===== src/core/periph_irq_pkg.sv =====
package periph_irq_pkg;
  localparam int ADDR_W = 8;
  localparam int DATA_W = 32;
  localparam int REG_W = 8;

  // Register byte addresses
  localparam logic [7:0] OFF_ENABLE_ONE = 8'h00;
  localparam logic [7:0] OFF_ENABLE_TWO = 8'h04;
  localparam logic [7:0] OFF_FLAGS_ONE = 8'h08;
  localparam logic [7:0] OFF_CORE_CTRL = 8'h0c;

  // Enable register one fields
  localparam int EN1_CONV_DONE = 6;
  localparam int EN1_SERIAL_RX = 5;
  localparam int EN1_SERIAL_TX = 4;
  localparam int EN1_SYNC_SERIAL = 3;
  localparam int EN1_CAPCMP_ONE = 2;
  localparam int EN1_PERIOD_MATCH = 1;
  localparam int EN1_COUNTER_OVF = 0;

  // Enable register two fields
  localparam int EN2_OSC_FAIL = 7;
  localparam int EN2_COMPARATOR_B = 6;
  localparam int EN2_COMPARATOR_A = 5;
  localparam int EN2_NVM_WRITE = 4;
  localparam int EN2_COLLISION = 3;
  localparam int EN2_LOWPOWER_WAKE = 2;
  localparam int EN2_CAPCMP_TWO = 0;

  // Flag register one uses the same positions as enable register one
  localparam int FLAG_CONV_DONE = 6;
  localparam int FLAG_SERIAL_RX = 5;
  localparam int FLAG_SERIAL_TX = 4;
  localparam int FLAG_SYNC_SERIAL = 3;
  localparam int FLAG_CAPCMP_ONE = 2;
  localparam int FLAG_PERIOD_MATCH = 1;
  localparam int FLAG_COUNTER_OVF = 0;

  // Core interrupt control fields
  localparam int CTRL_MASTER_EN = 7;
  localparam int CTRL_PERIPH_EN = 6;

  // Implemented-bit masks
  localparam logic [7:0] ENABLE_ONE_MASK = 8'h7f;
  localparam logic [7:0] ENABLE_TWO_MASK = 8'hfd;
  localparam logic [7:0] CORE_CTRL_MASK = 8'hc0;

  // Reset values
  localparam logic [7:0] ENABLE_ONE_RST = 8'h00;
  localparam logic [7:0] ENABLE_TWO_RST = 8'h00;
  localparam logic [7:0] FLAGS_ONE_RST = 8'h00;
  localparam logic [7:0] CORE_CTRL_RST = 8'h00;

  // Sticky flags kept by the flag bank, in bank order
  localparam int STICKY_N = 5;
endpackage


===== src/core/flag_bank_if.sv =====
`timescale 1ns/1ps
interface flag_bank_if #(parameter int N = 5);
  logic [N-1:0] set;
  logic [N-1:0] clr;
  logic [N-1:0] flags;
  modport bank (input set, input clr, output flags);
  modport user (output set, output clr, input flags);
endinterface


===== src/core/sticky_flag_bank.sv =====
`timescale 1ns/1ps
module sticky_flag_bank #(
  parameter int N = 5
) (
  input wire logic pclk,
  input wire logic presetn,
  flag_bank_if.bank fb
);
  logic [N-1:0] flags_reg;

  genvar i;
  generate
    for (i = 0; i < N; i++) begin : g_flag
      // A set in the same cycle as a clear wins so no event is lost
      always_ff @(posedge pclk or negedge presetn) begin
        if (!presetn) begin
          flags_reg[i] <= 1'b0;
        end else if (fb.set[i]) begin
          flags_reg[i] <= 1'b1;
        end else if (fb.clr[i]) begin
          flags_reg[i] <= 1'b0;
        end
      end
    end
  endgenerate

  assign fb.flags = flags_reg;
endmodule // sticky_flag_bank


===== src/core/periph_irq_regs.sv =====
// Notes on behaviour
// - Enable register two holds osc fail, comparator b, comparator a, nvm write, collision and low-power wake enables in bits 7..2, bit 1 reads zero, bit 0 is capcmp two.
// - Every implemented enable bit is read/write, gates its source when one, and resets to zero.
// - No peripheral request reaches the core unless the peripheral global enable is set as well as the source enable.
// - A flag sets on its event whatever the state of its enable and of the master enable.
// - Flag register one holds conv done, rx, tx, sync serial, capcmp one, period match and counter overflow in bits 6..0, rx and tx read-only, bit 7 zero, all reset to zero.
// - The conv done flag sets when a conversion completes and clears only by software.
// - The rx flag follows a full receive buffer, which the serial port empties when its data register is read.
// - The tx flag reads one while the transmit buffer is empty and zero once it is written and full.
// - The sync serial flag sets when a transfer has taken place, and software clears it before leaving its handler.
// - In I2C master operation the sync serial flag also sets when an initiated start, stop, restart or acknowledge completes.
//
// Decided for this implementation: the placing of the registers and register access over APB.
`timescale 1ns/1ps
module periph_irq_regs (
  input wire logic pclk,
  input wire logic presetn,
  input wire logic psel,
  input wire logic penable,
  input wire logic pwrite,
  input wire logic [periph_irq_pkg::ADDR_W-1:0] paddr,
  input wire logic [periph_irq_pkg::DATA_W-1:0] pwdata,
  output logic [periph_irq_pkg::DATA_W-1:0] prdata,
  output logic pready,
  output logic pslverr,
  input wire logic conv_done_evt,
  input wire logic rx_buf_full,
  input wire logic tx_buf_empty,
  input wire logic sync_serial_xfer_evt,
  input wire logic sync_serial_seq_evt,
  input wire logic i2c_master_mode,
  input wire logic capcmp_one_evt,
  input wire logic period_match_evt,
  input wire logic counter_ovf_evt,
  input wire logic [periph_irq_pkg::REG_W-1:0] flags_two_in,
  output logic core_irq_req
);
  localparam int N = periph_irq_pkg::STICKY_N;

  logic [7:0] enable_one_reg;
  logic [7:0] enable_two_reg;
  logic [7:0] core_ctrl_reg;
  logic rx_flag_reg;
  logic tx_flag_reg;
  logic [7:0] flags_one;
  logic access;
  logic wr;
  logic mapped;
  logic [7:0] rd_byte;
  logic [7:0] wbyte;
  logic [N-1:0] sticky_set;
  logic [N-1:0] sticky_clr;

  flag_bank_if #(.N(N)) fb ();

  sticky_flag_bank #(.N(N)) u_bank (
    .pclk(pclk),
    .presetn(presetn),
    .fb(fb.bank)
  );

  // One wait state: pready rises in the second access cycle
  assign access = psel && penable && pready;
  assign wr = access && pwrite;
  assign wbyte = pwdata[7:0];

  always_comb begin
    mapped = 1'b1;
    rd_byte = 8'h00;
    unique case (paddr)
      periph_irq_pkg::OFF_ENABLE_ONE: rd_byte = enable_one_reg;
      periph_irq_pkg::OFF_ENABLE_TWO: rd_byte = enable_two_reg;
      periph_irq_pkg::OFF_FLAGS_ONE: rd_byte = flags_one;
      periph_irq_pkg::OFF_CORE_CTRL: rd_byte = core_ctrl_reg;
      default: mapped = 1'b0;
    endcase
  end

  always_ff @(posedge pclk or negedge presetn) begin
    if (!presetn) begin
      pready <= 1'b0;
      pslverr <= 1'b0;
      prdata <= 32'h0000_0000;
    end else begin
      pready <= psel && penable && !pready;
      pslverr <= psel && penable && !pready && !mapped;
      if (psel && penable && !pready) begin
        prdata <= (mapped && !pwrite) ? {24'h00_0000, rd_byte} : 32'h0000_0000;
      end
    end
  end

  always_ff @(posedge pclk or negedge presetn) begin
    if (!presetn) begin
      enable_one_reg <= periph_irq_pkg::ENABLE_ONE_RST;
    end else if (wr && paddr == periph_irq_pkg::OFF_ENABLE_ONE) begin
      enable_one_reg <= wbyte & periph_irq_pkg::ENABLE_ONE_MASK;
    end
  end

  always_ff @(posedge pclk or negedge presetn) begin
    if (!presetn) begin
      enable_two_reg <= periph_irq_pkg::ENABLE_TWO_RST;
    end else if (wr && paddr == periph_irq_pkg::OFF_ENABLE_TWO) begin
      enable_two_reg <= wbyte & periph_irq_pkg::ENABLE_TWO_MASK;
    end
  end

  always_ff @(posedge pclk or negedge presetn) begin
    if (!presetn) begin
      core_ctrl_reg <= periph_irq_pkg::CORE_CTRL_RST;
    end else if (wr && paddr == periph_irq_pkg::OFF_CORE_CTRL) begin
      core_ctrl_reg <= wbyte & periph_irq_pkg::CORE_CTRL_MASK;
    end
  end

  // Buffer-state flags follow the serial port; writes cannot touch them
  always_ff @(posedge pclk or negedge presetn) begin
    if (!presetn) begin
      rx_flag_reg <= 1'b0;
      tx_flag_reg <= 1'b0;
    end else begin
      rx_flag_reg <= rx_buf_full;
      tx_flag_reg <= tx_buf_empty;
    end
  end

  // Bank order: 4 conv done, 3 sync serial, 2 capcmp one, 1 period match, 0 counter ovf
  assign sticky_set = {conv_done_evt,
                       sync_serial_xfer_evt || (i2c_master_mode && sync_serial_seq_evt),
                       capcmp_one_evt, period_match_evt, counter_ovf_evt};
  // Writing a one clears a sticky flag; only software clears them
  assign sticky_clr = (wr && paddr == periph_irq_pkg::OFF_FLAGS_ONE) ?
                      {wbyte[periph_irq_pkg::FLAG_CONV_DONE], wbyte[3:0]} : '0;
  assign fb.set = sticky_set;
  assign fb.clr = sticky_clr;

  always_comb begin
    flags_one = 8'h00;
    flags_one[periph_irq_pkg::FLAG_CONV_DONE] = fb.flags[4];
    flags_one[periph_irq_pkg::FLAG_SERIAL_RX] = rx_flag_reg;
    flags_one[periph_irq_pkg::FLAG_SERIAL_TX] = tx_flag_reg;
    flags_one[3:0] = fb.flags[3:0];
  end

  // Gating stays level based, so stale flags fire as soon as enabled
  always_ff @(posedge pclk or negedge presetn) begin
    if (!presetn) begin
      core_irq_req <= 1'b0;
    end else begin
      core_irq_req <= (|(flags_one & enable_one_reg) || |(flags_two_in & enable_two_reg))
                      && core_ctrl_reg[periph_irq_pkg::CTRL_PERIPH_EN]
                      && core_ctrl_reg[periph_irq_pkg::CTRL_MASTER_EN];
    end
  end
endmodule // periph_irq_regs


===== config.mk =====
export PLATFORM = sky130hd
export DESIGN_NAME = periph_irq_regs
export DESIGN_NICKNAME = d
export VERILOG_FILES = /design/src/core/periph_irq_pkg.sv /design/src/core/flag_bank_if.sv /design/src/core/sticky_flag_bank.sv /design/src/core/periph_irq_regs.sv
export SDC_FILE = /design/constraint.sdc
export NUM_CORES = 1
export LEC_CHECK = 0
export BUFFER_PORTS_ARGS = -buffer_cell sky130_fd_sc_hd__buf_2
export CAP_MARGIN = 25
export CORE_UTILIZATION = 48
export CTS_CLUSTER_SIZE = 12
export DETAILED_ROUTE_END_ITERATION = 12
export HOLD_SLACK_MARGIN = 0.05
export PLACE_DENSITY = 0.88
export SLEW_MARGIN = 40
export SYNTH_ARGS = -nofsm -noshare
export SYNTH_HDL_FRONTEND = slang
export SYNTH_SLANG_ARGS = --single-unit

===== constraint.sdc =====
create_clock -name pclk -period 3 [get_ports pclk]
set_input_delay 0.15 -clock pclk [delete_from_list [all_inputs] [get_ports pclk]]
set_output_delay 0.15 -clock pclk [all_outputs]
set_load 0.01 [all_outputs]

==> flow_metrics.env <==
export IMPL_worst_path_max_fanout=10
export IMPL_ff2ff_path_depth=3
export IMPL_final_core_util_pct=60.2
export IMPL_rr_endpoint="prdata[7]"
export IMPL_drt_iter0_drc=62
export IMPL_clkLatencyLatePin_ns=0.29
export IMPL_crit_slowest_cell="nor4_2"
export IMPL_die_area_sq_mm=0.00397
export IMPL_portBuffers=47
export IMPL_finalHoldViolCount=0
export IMPL_syn_area_per_cell_sq_um=12.5
export IMPL_rsz0062_at_grt="false"
export IMPL_finalClockSkew_ns=0.00156
export IMPL_largest_reg_flops=8
export IMPL_crit_path_start_kind="flop"
export IMPL_place_gp_congestion=0.771
export IMPL_antenna_cells=0
export IMPL_synth_seq_area_share_pct=47.6
export IMPL_synth_warnings=0
export IMPL_rows=21
export IMPL_areaGrowthSynthToFinish_pct=16.0
export IMPL_dpl_cell_area_sq_mm=0.00195
export IMPL_antenna_left=0
export IMPL_grt_max_degree=35
export IMPL_worstHoldPathType="input pin to flop"
export IMPL_cp_buffers_inverters=0
export IMPL_ys_types=31
export IMPL_grt_pass1_wl_mm=5.69
export IMPL_vias_per_cell=5.05
export IMPL_drv_cap=0
export IMPL_dp_hpwl_mm=2.52
export IMPL_powerDensity_mw_per_mm2=429
export IMPL_holdPathStages=2
export IMPL_first_global_vias=1203
export IMPL_fillers=296
export IMPL_cp_cell_sequence="nand3b_1 > nor4_2 > a32o_1"
export IMPL_total_power_mw=0.889
export IMPL_netlist_instances=143
export IMPL_relSlewSlack_pct=51.7
export IMPL_holdPathEnd="u_bank.fb.flags[1]"
export IMPL_design_area_sq_mm=0.00207
export IMPL_final_layout_size_suffix_gt1_share_pct=39.8
export IMPL_criticalPathCategory="flop to flop"
export IMPL_htreeDepth=2
export IMPL_vias=1221
export IMPL_r2r_slack_ns=1.13
export IMPL_dp_slack_ns=1.06
export IMPL_wl_per_cell_um=13.9
export IMPL_setup_ws_ns=1.13
export IMPL_coreArea_sq_mm=0.00344
export IMPL_grt_overflow=0
export IMPL_setup_viol=0
export IMPL_tns_ns=0
export IMPL_irDropWorstVdd_v=0.000227
export IMPL_drt_pass1_iter_count=4
export IMPL_post_route_min_period_ns=1.87
export IMPL_finalMaxSlewViolations=0
export IMPL_num_io_pins=97
export IMPL_clk_path_buf_depth=2
export IMPL_clock_fmax_mhz=534
export IMPL_finalWirelength_mm=3.35
export IMPL_netlist_area_sq_mm=0.00179
export IMPL_antenna_found_initial=0
export IMPL_worst_pin_slew_ns=0.725
export IMPL_cts_root_buf="clkbuf_8"
export IMPL_clk_pin_slew_ns=0.06
export IMPL_clock_sinks=34
export IMPL_cp_top_family="simple AND/OR/NAND/NOR gates"
export IMPL_slowest_delay_ns=0.73
export IMPL_die_h_um=63.0
export IMPL_status="finished, final reports clean"
export IMPL_timing_final_crit_share_pct=62.4
export IMPL_arrival_ns=2.09
export IMPL_hold_path_startpoint="pwdata[1]"
export IMPL_post_cts_buffers=0
export IMPL_crit_path_end_kind="flop"
export IMPL_nets=257
export IMPL_die_w_um=63.0
export IMPL_drc=0
export IMPL_initial_core_util_pct=51.9
export IMPL_grt_usage_pct=19.4
export IMPL_timing_rr_start="pready"
export IMPL_synth_seq_cells=34
export IMPL_cts_tree="built"
export IMPL_critPathRequiredTime_ns=3.22
export IMPL_cellLeakagePower_nw=1.11
export IMPL_cts_buffers=5
[logic make-up after synthesis]
kind of cell / after synthesis / share of synthesized area [%]
simple gates: 20 / 7.42
flops: 34 / 47.6
buf+inv: 36 / 13.9
mux: 24 / 18.3
other cells: 1 / 0.210
compound gates: 28 / 12.6
[worst max-delay path by stage]
stage | slack [ns] | cells after the start | from | to
6_report | 1.13 | 3 | pready | prdata[7]
5_1_grt | 1.02 | 3 | pready | prdata[7]
4_1_cts | 1.14 | 3 | pready | prdata[7]
3_5_place_dp | 1.06 | 4 | paddr[2] | enable_two_reg[0]
3_3_place_gp | 1.08 | 4 | paddr[5] | enable_one_reg[5]
2_1_floorplan | 1.14 | 5 | paddr[5] | enable_one_reg[0]
[per-stage QoR]
stage / hold slack (ns) / std cells
after floorplan: -0.146 / 166
after global placement: 0.234 / 231
after CTS: 0.0519 / 242
after global routing: 0.0628 / 242
after detailed placement: 0.242 / 231
final: 0.0550 / 242
[where the power goes]
group / switching (mW) / internal [mW]
registers: 0.00221 / 0.462
logic: 0.0506 / 0.0323
clock network: 0.157 / 0.185
total: 0.210 / 0.679
[final cells by class]
class | count | area [sq um] | area share [%]
flip-flops and latches | 34 | 851 | 41.0
multi-input cells | 96 | 774 | 37.4
repair buffers | 51 | 273 | 13.2
clock buffers | 7 | 86.3 | 4.16
well taps | 46 | 57.6 | 2.78
inverters | 7 | 26.3 | 1.27
clock inverters | 1 | 5.00 | 0.241
[synth_stat cells]
cell type / number / area share, %
or2_2: 1 / 0.35
buf_4: 24 / 10
nand3b_1: 1 / 0.42
a22o_1: 9 / 4.4
nor4_1: 2 / 0.70
conb_1: 1 / 0.21
a32o_1: 1 / 0.56
buf_6: 3 / 1.9
or4b_4: 2 / 1.5
a31oi_1: 5 / 1.8
o2bb2ai_1: 5 / 2.5
inv_1: 7 / 1.5
a22oi_1: 3 / 1.3
or4_4: 1 / 0.63
and3_1: 1 / 0.35
a221oi_1: 3 / 1.5
mux2_2: 3 / 1.9
mux2_4: 14 / 12
o21a_1: 1 / 0.42
nor4_2: 1 / 0.70
nor2b_1: 1 / 0.35
nand2b_1: 1 / 0.35
dfrtp_1: 34 / 48
clkbuf_1: 1 / 0.21
nand4_1: 1 / 0.35
buf_1: 1 / 0.21
o21ai_1: 1 / 0.28
mux2i_1: 6 / 3.4
mux4_2: 1 / 1.3
nor2_1: 6 / 1.3
nand2_1: 2 / 0.42
[layout by cell type, fill, tap and decap left out, types with 3 or more instances in the layout]
master         Yosys  routed
mux2_2             3       3
dlygate4sd3_1      0       3
clkbuf_8           0       6
a22o_1             9       9
o2bb2ai_1          5       5
buf_2              0      47
nor2_1             6       6
a221oi_1           3       3
mux2_4            14      14
a22oi_1            3       3
a31oi_1            5       5
dfrtp_1           34      34
inv_1              7       7
conb_1             1      24
mux2i_1            6       6
[routing by layer]
layer | routed length (um) | global-route usage, % | share of wire, %
met5 | 0 | 0 | 0
met1 | 1430 | 23.5 | 43
met2 | 1590 | 30.0 | 47
met3 | 218 | 5.47 | 6.5
met4 | 115 | 13.1 | 3.4
[timing repair]
item,4_1_cts,5_1_grt
resized for setup,0,0
endpoints found under the hold margin,36,0
hold buffers,3,0
Power figures use the tool's default switching activity.
